===== config.mk =====
export PLATFORM = sky130hd
export DESIGN_NAME = tpwm_timer
export DESIGN_NICKNAME = d
export VERILOG_FILES = /design/src/pkg/tpwm_pkg.sv /design/src/hw/tpwm_timer.sv
export SDC_FILE = /design/constraint.sdc
export NUM_CORES = 1
export LEC_CHECK = 0
export BUFFER_PORTS_ARGS = -buffer_cell sky130_fd_sc_hd__buf_2
export CORE_MARGIN = 3
export CORE_UTILIZATION = 29
export DETAILED_ROUTE_END_ITERATION = 12
export HOLD_SLACK_MARGIN = 0.1
export PLACE_DENSITY = 0.46
export SYNTH_ARGS = -nofsm -noshare
export SYNTH_HDL_FRONTEND = slang
export SYNTH_SLANG_ARGS = --single-unit

===== constraint.sdc =====
create_clock -name clk_sys -period 4.34 [get_ports clk_sys]
set_input_delay 0.434 -clock clk_sys [delete_from_list [all_inputs] [get_ports clk_sys]]
set_output_delay 0.434 -clock clk_sys [all_outputs]
set_load 0.02 [all_outputs]

===== src/pkg/tpwm_pkg.sv =====
// constants for the triggered pwm timer block
package tpwm_pkg;
  // register indices on the plain register port
  localparam logic [3:0] TPWM_A_CTL0 = 4'h0;
  localparam logic [3:0] TPWM_A_CTL1 = 4'h1;
  localparam logic [3:0] TPWM_A_OUTC = 4'h2;
  localparam logic [3:0] TPWM_A_EDGE = 4'h3;
  localparam logic [3:0] TPWM_A_CNT = 4'h4;
  localparam logic [3:0] TPWM_A_CMP0 = 4'h5;
  localparam logic [3:0] TPWM_A_CMP1 = 4'h6;
  localparam logic [3:0] TPWM_A_CMP2 = 4'h7;
  localparam logic [3:0] TPWM_A_CMP3 = 4'h8;
  // timer_control_zero fields
  localparam int TPWM_B_CE = 7;
  localparam int TPWM_B_CKS = 0;
  // timer_control_one fields
  localparam int TPWM_B_EST = 6;
  localparam int TPWM_B_EEE = 5;
  localparam int TPWM_B_MD = 0;
  // output_control fields: enable at 2k, level at 2k+1
  localparam int TPWM_B_OE0 = 0;
  localparam int TPWM_B_OL0 = 1;
  // edge_select fields
  localparam int TPWM_B_ETS = 0;
  localparam int TPWM_B_EES = 2;
  // mode codes
  localparam logic [2:0] TPWM_MD_EVENT = 3'h1;
  localparam logic [2:0] TPWM_MD_PWM = 3'h2;
  // edge codes
  localparam logic [1:0] TPWM_EDG_NONE = 2'h0;
  localparam logic [1:0] TPWM_EDG_RISE = 2'h1;
  localparam logic [1:0] TPWM_EDG_FALL = 2'h2;
  localparam logic [1:0] TPWM_EDG_BOTH = 2'h3;
  // reset and idle values
  localparam logic [7:0] TPWM_RST_REG8 = 8'h00;
  localparam logic [15:0] TPWM_RST_CMP = 16'h0000;
  localparam logic [15:0] TPWM_CNT_IDLE = 16'hffff;
  localparam logic [15:0] TPWM_CNT_ZERO = 16'h0000;
  localparam logic [7:0] TPWM_DIV_ONE = 8'h01;
  typedef enum logic [1:0] {TPWM_ST_IDLE, TPWM_ST_WAIT, TPWM_ST_RUN} tpwm_state_e;
endpackage


===== src/hw/tpwm_timer.sv =====
// triggered pwm timer with register port, counter, compare buffers and outputs
`timescale 1ns/1ps
// What this block does
// - secondary below period: one irq per cycle
// - secondary above period: irq never raised
// - mode bits 010 select triggered pwm
// - enable waits for trigger before counting in pwm mode
// - trigger is input edge or software bit
// - first trigger clears ffff to zero, starts
// - retrigger clears counter, toggles, drives high
// - active width equals channel compare value
// - period equals period compare plus one
// - primary toggles once per pwm cycle
// - period irq on step clearing counter
// - width irq when counter equals buffer
// - buffers reload only at cycle wrap or on start from idle
// - writing compare one arms the reload
// - eee zero uses selected internal clock outside event mode
// - primary enable and idle level bits
// - secondary enable and active level bits
// - edge select for trigger and event inputs
// - counter readback returns live counter
module tpwm_timer
  import tpwm_pkg::*;
(
  // clock and reset
  input wire logic clk_sys,
  input wire logic sys_rst,
  // register port
  input wire logic [3:0] reg_addr,
  input wire logic [15:0] reg_wdata,
  input wire logic reg_wr,
  input wire logic reg_rd,
  output logic [15:0] reg_rdata,
  // external inputs
  input wire logic trigger_in,
  input wire logic event_in,
  // outputs
  output logic primary_output_pin,
  output logic [2:0] secondary_output_pin,
  output logic period_match_irq,
  output logic [2:0] width_match_irq
);
  import tpwm_pkg::*;

  logic [7:0] timer_control_zero;
  logic [7:0] timer_control_one;
  logic [7:0] output_control;
  logic [7:0] edge_select;
  logic [15:0] cmp [4];
  logic [15:0] cbuf [4];
  logic [15:0] next_cbuf [4];
  logic [15:0] cnt;
  logic [15:0] next_cnt;
  logic armed;
  tpwm_state_e state;
  logic [7:0] div;
  logic [7:0] div_mask;
  logic trg_s1, trg_s2, trg_s3;
  logic evt_s1, evt_s2, evt_s3;
  logic trig_edge, evt_edge, sw_trig, trig;
  logic tick, running, step, wrap, reload, load_start;
  logic [2:0] raw;
  logic prim_tgl;
  logic [2:0] match;
  logic ce, eee, mode_pwm, mode_evt;

  function automatic logic edge_hit(input logic [1:0] sel, input logic prev, input logic cur);
    edge_hit = 1'b0;
    case (sel)
      TPWM_EDG_RISE: edge_hit = cur & ~prev;
      TPWM_EDG_FALL: edge_hit = prev & ~cur;
      TPWM_EDG_BOTH: edge_hit = cur ^ prev;
      default: edge_hit = 1'b0;
    endcase
  endfunction

  assign ce = timer_control_zero[TPWM_B_CE];
  assign eee = timer_control_one[TPWM_B_EEE];
  assign mode_pwm = timer_control_one[TPWM_B_MD +: 3] == TPWM_MD_PWM;
  assign mode_evt = timer_control_one[TPWM_B_MD +: 3] == TPWM_MD_EVENT;

  // register writes
  always_ff @(posedge clk_sys)
  begin
    if (sys_rst)
    begin
      timer_control_zero <= TPWM_RST_REG8;
      timer_control_one <= TPWM_RST_REG8;
      output_control <= TPWM_RST_REG8;
      edge_select <= TPWM_RST_REG8;
      for (int i = 0; i < 4; i++)
        cmp[i] <= TPWM_RST_CMP;
    end
    else if (reg_wr)
    begin
      case (reg_addr)
        TPWM_A_CTL0: timer_control_zero <= reg_wdata[7:0] & 8'h87;
        // trigger bit is write-only, never stored
        TPWM_A_CTL1: timer_control_one <= reg_wdata[7:0] & 8'h27;
        TPWM_A_OUTC: output_control <= reg_wdata[7:0];
        TPWM_A_EDGE: edge_select <= reg_wdata[7:0] & 8'h0f;
        TPWM_A_CMP0: cmp[0] <= reg_wdata;
        TPWM_A_CMP1: cmp[1] <= reg_wdata;
        TPWM_A_CMP2: cmp[2] <= reg_wdata;
        TPWM_A_CMP3: cmp[3] <= reg_wdata;
        default: ;
      endcase
    end
  end

  // read data one cycle after the strobe
  always_ff @(posedge clk_sys)
  begin
    if (sys_rst)
      reg_rdata <= TPWM_CNT_ZERO;
    else if (reg_rd)
    begin
      case (reg_addr)
        TPWM_A_CTL0: reg_rdata <= {8'h00, timer_control_zero};
        TPWM_A_CTL1: reg_rdata <= {8'h00, timer_control_one};
        TPWM_A_OUTC: reg_rdata <= {8'h00, output_control};
        TPWM_A_EDGE: reg_rdata <= {8'h00, edge_select};
        TPWM_A_CNT: reg_rdata <= cnt;
        TPWM_A_CMP0: reg_rdata <= cmp[0];
        TPWM_A_CMP1: reg_rdata <= cmp[1];
        TPWM_A_CMP2: reg_rdata <= cmp[2];
        TPWM_A_CMP3: reg_rdata <= cmp[3];
        default: reg_rdata <= TPWM_CNT_ZERO;
      endcase
    end
    else
      reg_rdata <= TPWM_CNT_ZERO;
  end

  // pin synchronisers, third stage only for edge detection
  always_ff @(posedge clk_sys)
  begin
    if (sys_rst)
    begin
      {trg_s1, trg_s2, trg_s3} <= 3'h0;
      {evt_s1, evt_s2, evt_s3} <= 3'h0;
    end
    else
    begin
      {trg_s1, trg_s2, trg_s3} <= {trigger_in, trg_s1, trg_s2};
      {evt_s1, evt_s2, evt_s3} <= {event_in, evt_s1, evt_s2};
    end
  end

  assign trig_edge = edge_hit(edge_select[TPWM_B_ETS +: 2], trg_s3, trg_s2);
  assign evt_edge = edge_hit(edge_select[TPWM_B_EES +: 2], evt_s3, evt_s2);
  assign sw_trig = reg_wr && reg_addr == TPWM_A_CTL1 && reg_wdata[TPWM_B_EST];
  // a trigger only matters in pwm mode with the enable set
  assign trig = (trig_edge | sw_trig) & ce & mode_pwm & (state != TPWM_ST_IDLE);

  // internal prescaler: divide by two to the clock select
  assign div_mask = (TPWM_DIV_ONE << timer_control_zero[TPWM_B_CKS +: 3]) - TPWM_DIV_ONE;
  always_ff @(posedge clk_sys)
  begin
    if (sys_rst || !ce)
      div <= 8'h00;
    else
      div <= div + 8'h01;
  end
  // event edges replace the prescaler when selected or in event mode
  assign tick = (eee | mode_evt) ? evt_edge : ((div & div_mask) == div_mask);

  assign running = state == TPWM_ST_RUN;
  assign step = tick & running & ~trig;
  assign wrap = step && cnt == cbuf[0];
  assign reload = wrap & armed;
  assign load_start = state == TPWM_ST_IDLE && ce && (mode_pwm || mode_evt);

  always_comb
  begin
    next_cnt = cnt;
    if (trig)
      next_cnt = TPWM_CNT_ZERO;
    else if (wrap)
      next_cnt = TPWM_CNT_ZERO;
    else if (step)
      next_cnt = cnt + 16'h0001;
    for (int i = 0; i < 4; i++)
      next_cbuf[i] = (reload || load_start) ? cmp[i] : cbuf[i];
  end

  // a match only counts when the counter steps onto the buffer value
  always_comb
  begin
    for (int k = 0; k < 3; k++)
      match[k] = step && next_cnt == next_cbuf[k + 1];
  end

  // state machine and counter
  always_ff @(posedge clk_sys)
  begin
    if (sys_rst)
    begin
      state <= TPWM_ST_IDLE;
      cnt <= TPWM_CNT_IDLE;
    end
    else if (!ce)
    begin
      state <= TPWM_ST_IDLE;
      cnt <= TPWM_CNT_IDLE;
    end
    else
    begin
      case (state)
        TPWM_ST_IDLE:
        begin
          cnt <= TPWM_CNT_IDLE;
          if (mode_pwm)
            state <= TPWM_ST_WAIT;
          else if (mode_evt)
          begin
            state <= TPWM_ST_RUN;
            cnt <= TPWM_CNT_ZERO;
          end
        end
        TPWM_ST_WAIT:
        begin
          if (!mode_pwm)
            state <= TPWM_ST_IDLE;
          else if (trig)
          begin
            state <= TPWM_ST_RUN;
            cnt <= next_cnt;
          end
        end
        TPWM_ST_RUN:
        begin
          if (!mode_pwm && !mode_evt)
            state <= TPWM_ST_IDLE;
          cnt <= next_cnt;
        end
        default: state <= TPWM_ST_IDLE;
      endcase
    end
  end

  // compare buffers and reload arming; a write in the wrap cycle stays armed
  always_ff @(posedge clk_sys)
  begin
    if (sys_rst)
    begin
      armed <= 1'b0;
      for (int i = 0; i < 4; i++)
        cbuf[i] <= TPWM_RST_CMP;
    end
    else
    begin
      for (int i = 0; i < 4; i++)
        cbuf[i] <= next_cbuf[i];
      if (reg_wr && reg_addr == TPWM_A_CMP1)
        armed <= 1'b1;
      else if (reload || load_start)
        armed <= 1'b0;
    end
  end

  // raw waveforms before level and enable
  always_ff @(posedge clk_sys)
  begin
    if (sys_rst || !ce || state == TPWM_ST_IDLE)
    begin
      raw <= 3'h0;
      prim_tgl <= 1'b0;
    end
    else
    begin
      if (trig)
      begin
        raw <= 3'h7;
        // first trigger does not toggle, a retrigger does
        prim_tgl <= prim_tgl ^ running;
      end
      else
      begin
        if (wrap)
          prim_tgl <= ~prim_tgl;
        for (int k = 0; k < 3; k++)
        begin
          if (match[k])
            raw[k] <= 1'b0;
          else if (wrap)
            raw[k] <= 1'b1;
        end
      end
    end
  end

  // registered outputs; pins lag the waveform by one clock
  always_ff @(posedge clk_sys)
  begin
    if (sys_rst)
    begin
      primary_output_pin <= 1'b0;
      secondary_output_pin <= 3'h0;
      period_match_irq <= 1'b0;
      width_match_irq <= 3'h0;
    end
    else
    begin
      primary_output_pin <= output_control[TPWM_B_OE0] ? prim_tgl
                            : output_control[TPWM_B_OL0];
      for (int k = 0; k < 3; k++)
        secondary_output_pin[k] <= output_control[2 * k + 2]
                                   & (raw[k] ^ output_control[2 * k + 3]);
      period_match_irq <= wrap;
      width_match_irq <= match;
    end
  end

  // checks
  AST_WAIT_IDLE_CNT: assert property (@(posedge clk_sys) disable iff (sys_rst)
    state == TPWM_ST_WAIT |-> cnt == TPWM_CNT_IDLE)
    else $error("counter moved while waiting for trigger");
  AST_WAIT_MODE: assert property (@(posedge clk_sys) disable iff (sys_rst)
    $rose(state == TPWM_ST_WAIT) |-> $past(mode_pwm))
    else $error("trigger wait entered outside pwm mode");
  AST_TRIG_START: assert property (@(posedge clk_sys) disable iff (sys_rst)
    state == TPWM_ST_WAIT && trig
    |=> state == TPWM_ST_RUN && cnt == TPWM_CNT_ZERO)
    else $error("first trigger did not start counter at zero");
  AST_RETRIG: assert property (@(posedge clk_sys) disable iff (sys_rst)
    running && trig
    |=> cnt == TPWM_CNT_ZERO && raw == 3'h7 && prim_tgl != $past(prim_tgl))
    else $error("retrigger did not restart counter and outputs");
  AST_PERIOD_IRQ: assert property (@(posedge clk_sys) disable iff (sys_rst)
    // a zero period wraps on every tick, so the pulse may legally repeat
    step && cnt == cbuf[0] && ce && !reg_wr && next_cbuf[0] != TPWM_CNT_ZERO
    |=> period_match_irq && cnt == TPWM_CNT_ZERO ##1 !period_match_irq)
    else $error("period match did not clear counter with irq");
  AST_WIDTH_IRQ: assert property (@(posedge clk_sys) disable iff (sys_rst)
    width_match_irq[0] |-> cnt == cbuf[1] && !raw[0])
    else $error("width irq without counter equal to buffer");
  AST_NO_IRQ_ABOVE: assert property (@(posedge clk_sys) disable iff (sys_rst)
    width_match_irq[1] |-> cbuf[2] <= cbuf[0])
    else $error("width irq raised with buffer above period");
  AST_RELOAD: assert property (@(posedge clk_sys) disable iff (sys_rst)
    reload && ce |=> cbuf[0] == $past(cmp[0]) && cbuf[2] == $past(cmp[2]))
    else $error("buffers not reloaded at wrap");
  AST_NO_RELOAD: assert property (@(posedge clk_sys) disable iff (sys_rst)
    state != TPWM_ST_IDLE && !armed |=> cbuf[2] == $past(cbuf[2]))
    else $error("buffer changed without compare one write");
  AST_STOP: assert property (@(posedge clk_sys) disable iff (sys_rst)
    !ce |=> state == TPWM_ST_IDLE && cnt == TPWM_CNT_IDLE)
    else $error("clearing enable did not stop counter");
  AST_PRIM_IDLE: assert property (@(posedge clk_sys) disable iff (sys_rst)
    !output_control[TPWM_B_OE0] |=> primary_output_pin == $past(output_control[TPWM_B_OL0]))
    else $error("disabled primary pin not at idle level");
  AST_SEC_LEVEL: assert property (@(posedge clk_sys) disable iff (sys_rst)
    output_control[2] |=> secondary_output_pin[0] == ($past(raw[0]) ^ $past(output_control[3])))
    else $error("secondary pin level wrong");
  AST_CNT_READ: assert property (@(posedge clk_sys) disable iff (sys_rst)
    reg_rd && reg_addr == TPWM_A_CNT |=> reg_rdata == $past(cnt))
    else $error("counter readback mismatch");
  COV_RETRIG: cover property (@(posedge clk_sys) disable iff (sys_rst)
    running && trig);
  COV_WRAP_RELOAD: cover property (@(posedge clk_sys) disable iff (sys_rst)
    reload);
  COV_WIDTH: cover property (@(posedge clk_sys) disable iff (sys_rst)
    width_match_irq[0] ##[1:50] period_match_irq);
  COV_SW_TRIG: cover property (@(posedge clk_sys) disable iff (sys_rst)
    state == TPWM_ST_WAIT && sw_trig);
endmodule


==> run_summary.xml <==
<?xml version="1.0" encoding="UTF-8"?>
<metrics>
  <group name="worst_setup_path">
    <metric name="required" unit="ps">4800</metric>
    <metric name="critical-path-max-stage-delay" unit="ps">390</metric>
    <metric name="critPathSlowestCell" unit="">sky130_fd_sc_hd__mux2i_1</metric>
    <metric name="path_class" unit="">flip-flop to flip-flop</metric>
    <metric name="max_fo_critical_path" unit="">65</metric>
    <metric name="data_arrival_time_of_the_critical_path" unit="ps">4010</metric>
    <metric name="critical_path.startpoint" unit="">trg_s2</metric>
    <metric name="timing.rr.start" unit="">trg_s2</metric>
    <metric name="critPathLaunchType" unit="">flip-flop</metric>
    <metric name="cp_cell_sequence" unit="">inv_1, ha_1, nand2b_1, a31o_1, a21o_1, and3_4, a41oi_4, buf_12, mux2i_1, xnor2_1, nand4_1, nor4_2, and3_1</metric>
    <metric name="critical_path.endpoint_type" unit="">flip-flop</metric>
    <metric name="worst-r2r-cell-count" unit="">13</metric>
  </group>
  <group name="floorplanning">
    <metric name="num_rows" unit="">66</metric>
    <metric name="die-area" unit="mm²">0.03566</metric>
    <metric name="initial_core_util" unit="%">29.64</metric>
    <metric name="floorplan.io_pins" unit="">50</metric>
    <metric name="die-height" unit="µm">188.8</metric>
    <metric name="core_area" unit="mm²">0.03270</metric>
    <metric name="die_w" unit="µm">188.8</metric>
  </group>
  <group name="detailed_routing">
    <metric name="route.vias.total" unit="">7285</metric>
    <metric name="detail_route.wirelength" unit="mm">30.28</metric>
    <metric name="drt-vias-per-instance" unit="">4.922</metric>
    <metric name="route.antenna.remaining_nets" unit="">0</metric>
    <metric name="detail_route.wl_per_cell" unit="µm">20.46</metric>
    <metric name="drc_viols" unit="">0</metric>
    <metric name="initialDrtViolationCount" unit="">668</metric>
    <metric name="dr.pass1.iters" unit="">5</metric>
  </group>
  <group name="clocking">
    <metric name="cts-root-buf" unit="">sky130_fd_sc_hd__clkbuf_16</metric>
    <metric name="post_cts_clock_slew_at_the_launch_and_capture_registers_of_the_worst_setup_and_hold_paths" unit="ps">60</metric>
    <metric name="tritoncts_num_sinks" unit="">208</metric>
    <metric name="cts-hold-fix-buffers" unit="">0</metric>
    <metric name="htree_levels" unit="">1</metric>
    <metric name="tritoncts" unit="">built</metric>
    <metric name="buffers_inserted_during_post_cts_setup_optimization" unit="">0</metric>
    <metric name="cts.repair.resized" unit="">0</metric>
    <metric name="clock_latency" unit="ps">530</metric>
    <metric name="clock_tree.buffer_depth" unit="">3</metric>
    <metric name="cts_bufs_inserted" unit="">25</metric>
  </group>
  <group name="cells_and_area">
    <metric name="most_common_cell_after_layout_fill_and_taps_aside" unit="">sky130_fd_sc_hd__dfxtp_1</metric>
    <metric name="nets" unit="">1055</metric>
    <metric name="nFillCells" unit="">3367</metric>
    <metric name="combined_area_of_the_multi_input_logic_cells" unit="mm²">0.004523</metric>
    <metric name="final_layout_size_suffix_gt1_share" unit="%">12.25</metric>
    <metric name="syn2layout_area_growth" unit="%">16.70</metric>
    <metric name="stdcell_area" unit="mm²">0.01131</metric>
    <metric name="seqCellArea" unit="mm²">0.004805</metric>
    <metric name="utilization_of_the_core_after_routing" unit="%">34.60</metric>
    <metric name="layout.cells.most_common_list" unit="">sky130_fd_sc_hd__dfxtp_1 (144), sky130_fd_sc_hd__nor2_1 (116), sky130_fd_sc_hd__mux2i_1 (83)</metric>
    <metric name="finish.cell_count_without_fillers" unit="">1480</metric>
  </group>
  <group name="logic_synthesis">
    <metric name="synth_seq_area_share" unit="%">49.56</metric>
    <metric name="ys.warnings.count" unit="">0</metric>
    <metric name="syn-num-nets" unit="">1016</metric>
    <metric name="synth_cell_type_count" unit="">54</metric>
    <metric name="synth-async-reset-ratio" unit="%">0</metric>
    <metric name="syn_area" unit="mm²">0.009694</metric>
    <metric name="syn_area_per_cell" unit="µm²">9.892</metric>
    <metric name="post_synthesis_compound_gate_area_fraction" unit="%">10.42</metric>
    <metric name="ys_ff_latch" unit="">208</metric>
    <metric name="synth_top_family_by_area" unit="">simple AND/OR/NAND/NOR gates</metric>
    <metric name="post_synth_and_or_nand_nor_area_fraction" unit="%">18.56</metric>
    <metric name="post_synth_inst_count" unit="">980</metric>
    <metric name="yosys.area_share.adder" unit="%">1.291</metric>
    <metric name="synth-edff-count" unit="">64</metric>
    <metric name="postSynth.topFlopCell" unit="">sky130_fd_sc_hd__dfxtp_1</metric>
    <metric name="synthMuxAreaShare" unit="%">9.499</metric>
    <metric name="post_synth_xor_area_fraction" unit="%">6.776</metric>
  </group>
  <group name="placement">
    <metric name="globalplace.congestion" unit="">0.8121</metric>
    <metric name="numPlacedInstances" unit="">1434</metric>
    <metric name="post_dp_cell_area" unit="mm²">0.01042</metric>
    <metric name="io_buffer_count" unit="">49</metric>
    <metric name="hpwl" unit="mm">21.46</metric>
  </group>
  <group name="sta">
    <metric name="post-route-period-util" unit="%">81.78</metric>
    <metric name="tightest_slew" unit="ps">1071</metric>
    <metric name="skew" unit="ps">18.36</metric>
    <metric name="maxSlewViolCount" unit="">0</metric>
    <metric name="max_freq" unit="GHz">0.2818</metric>
    <metric name="final.setup.tns" unit="ps">0</metric>
    <metric name="finalCriticalPeriod" unit="ps">3549</metric>
    <metric name="hold_violations" unit="">0</metric>
    <metric name="max_slew_margin" unit="%">28.62</metric>
    <metric name="rsz0062_at_grt" unit="">no</metric>
    <metric name="timing.final.setup_violations" unit="">0</metric>
  </group>
  <group name="outcome">
    <metric name="outcome" unit="">finished clean</metric>
  </group>
  <group name="hold_path">
    <metric name="min-delay-path-class" unit="">input port to flip-flop</metric>
    <metric name="min-delay-start" unit="">event_in</metric>
    <metric name="hold-path-cell-count" unit="">2</metric>
  </group>
  <group name="global_route">
    <metric name="pin_count_of_the_biggest_net_entering_global_routing" unit="">66</metric>
    <metric name="track_usage" unit="%">16.91</metric>
    <metric name="grt_pass1_vias" unit="">7253</metric>
    <metric name="grt_overflow_total" unit="">0</metric>
    <metric name="antenna_found_initial" unit="">0</metric>
    <metric name="grt_first_pass_wirelength" unit="mm">46.25</metric>
  </group>
  <group name="flow_run">
    <metric name="max_cap_violations" unit="">0</metric>
  </group>
  <group name="power_and_ir_drop">
    <metric name="leakage_power" unit="nW">4.635</metric>
    <metric name="power.density" unit="mW/mm²">398.6</metric>
    <metric name="ir_drop" unit="µV">248.5</metric>
  </group>
</metrics>
## worst paths after layout
kind,slack (ps),to
setup reg to reg,790,width_match_irq[1]
hold / removal,130,evt_s1
hold reg to reg,440,evt_s2
setup / recovery,790,width_match_irq[1]
## synthesized netlist by cell type (10+ instances only)
master / instances / area (µm²)
sky130_fd_sc_hd__clkbuf_1: 43 / 161.4
sky130_fd_sc_hd__nor4_1: 14 / 87.58
sky130_fd_sc_hd__nand2b_1: 10 / 62.56
sky130_fd_sc_hd__a31oi_1: 14 / 87.58
sky130_fd_sc_hd__a21oi_1: 33 / 165.2
sky130_fd_sc_hd__nand2_1: 63 / 236.5
sky130_fd_sc_hd__o21ai_0: 12 / 60.06
sky130_fd_sc_hd__a22oi_1: 16 / 120.1
sky130_fd_sc_hd__buf_2: 11 / 55.05
sky130_fd_sc_hd__xnor2_1: 52 / 455.4
sky130_fd_sc_hd__xor2_1: 23 / 201.4
sky130_fd_sc_hd__dfxtp_1: 144 / 2883
sky130_fd_sc_hd__edfxtp_1: 64 / 1922
sky130_fd_sc_hd__mux2i_1: 83 / 830.8
sky130_fd_sc_hd__and3_1: 17 / 106.4
sky130_fd_sc_hd__nor3_1: 12 / 60.06
sky130_fd_sc_hd__o21ai_1: 15 / 75.07
sky130_fd_sc_hd__nor2_1: 116 / 435.4
sky130_fd_sc_hd__inv_1: 25 / 93.84
sky130_fd_sc_hd__nor2b_1: 11 / 68.82
sky130_fd_sc_hd__ha_1: 10 / 125.1
sky130_fd_sc_hd__o31a_1: 10 / 87.58
sky130_fd_sc_hd__and2_1: 68 / 425.4
sky130_fd_sc_hd__nand3_1: 27 / 135.1
sky130_fd_sc_hd__o211ai_1: 16 / 120.1
sky130_fd_sc_hd__nand4_1: 13 / 81.33
## power breakdown
| group | switching [mW] | total, mW | internal, mW |
|---|---|---|---|
| Combinational | 0.122 | 0.174 | 0.0511 |
| Clock | 0.838 | 2.25 | 1.41 |
| Sequential | 0.0349 | 2.08 | 2.05 |
| Total | 0.995 | 4.51 | 3.51 |
## flip-flops by register name, summed over array words and instances (netlist names), 4 cells and up
signal / count
timer_control_zero: 4
div: 7
output_control: 8
cnt: 16
cbuf: 64
reg_rdata: 16
edge_select: 4
cmp: 64
timer_control_one: 4
## critical path: cells and delay by family (launching register included)
family	cells	cell delay, ps
compound gates	3	690
xor+xnor	1	190
fa+ha+maj	1	270
buf+inv	2	430
flops	1	330
mux	1	390
simple gates	5	1070
## cells by family (layout without fill, tap and decap cells)
logic type               count (synthesis)  count (layout)
AO/OA/AOI/OAI                          150             150
XOR/XNOR                                75              75
adder cells (fa/ha/maj)                 10              10
buffers and inverters                   87             144
flip-flops                             208             208
multiplexers                            88              88
other                                    0               1
AND/OR/NAND/NOR                        362             362
## per-stage QoR
stage	total power [mW]	setup WS, ps	hold WS [ps]
finish	4.510	790.8	125.2
global route	4.655	516.2	132.4
CTS	4.565	813.8	104.9
detailed placement	2.299	824.5	423.7
global placement	2.301	819.1	423.5
floorplan	2.200	1472	413.8
## area by class of cell
class / instances / share of cell area (%)
diodes: 1 / 0.02212
clock buffers: 30 / 6.050
clock inverters: 15 / 1.803
well taps: 442 / 4.888
multi-input cells: 685 / 39.98
inverters: 25 / 0.8295
repair buffers: 74 / 3.959
flip-flops and latches: 208 / 42.47
## metal layers
layer	wire length (µm)	track usage, %	part of all wire [%]
met1	14660	24.70	48
met2	13340	26.37	44
met3	1520	2.419	5.0
met4	761	4.154	2.5
met5	0	0	0
(Power assumes the default switching activity.)
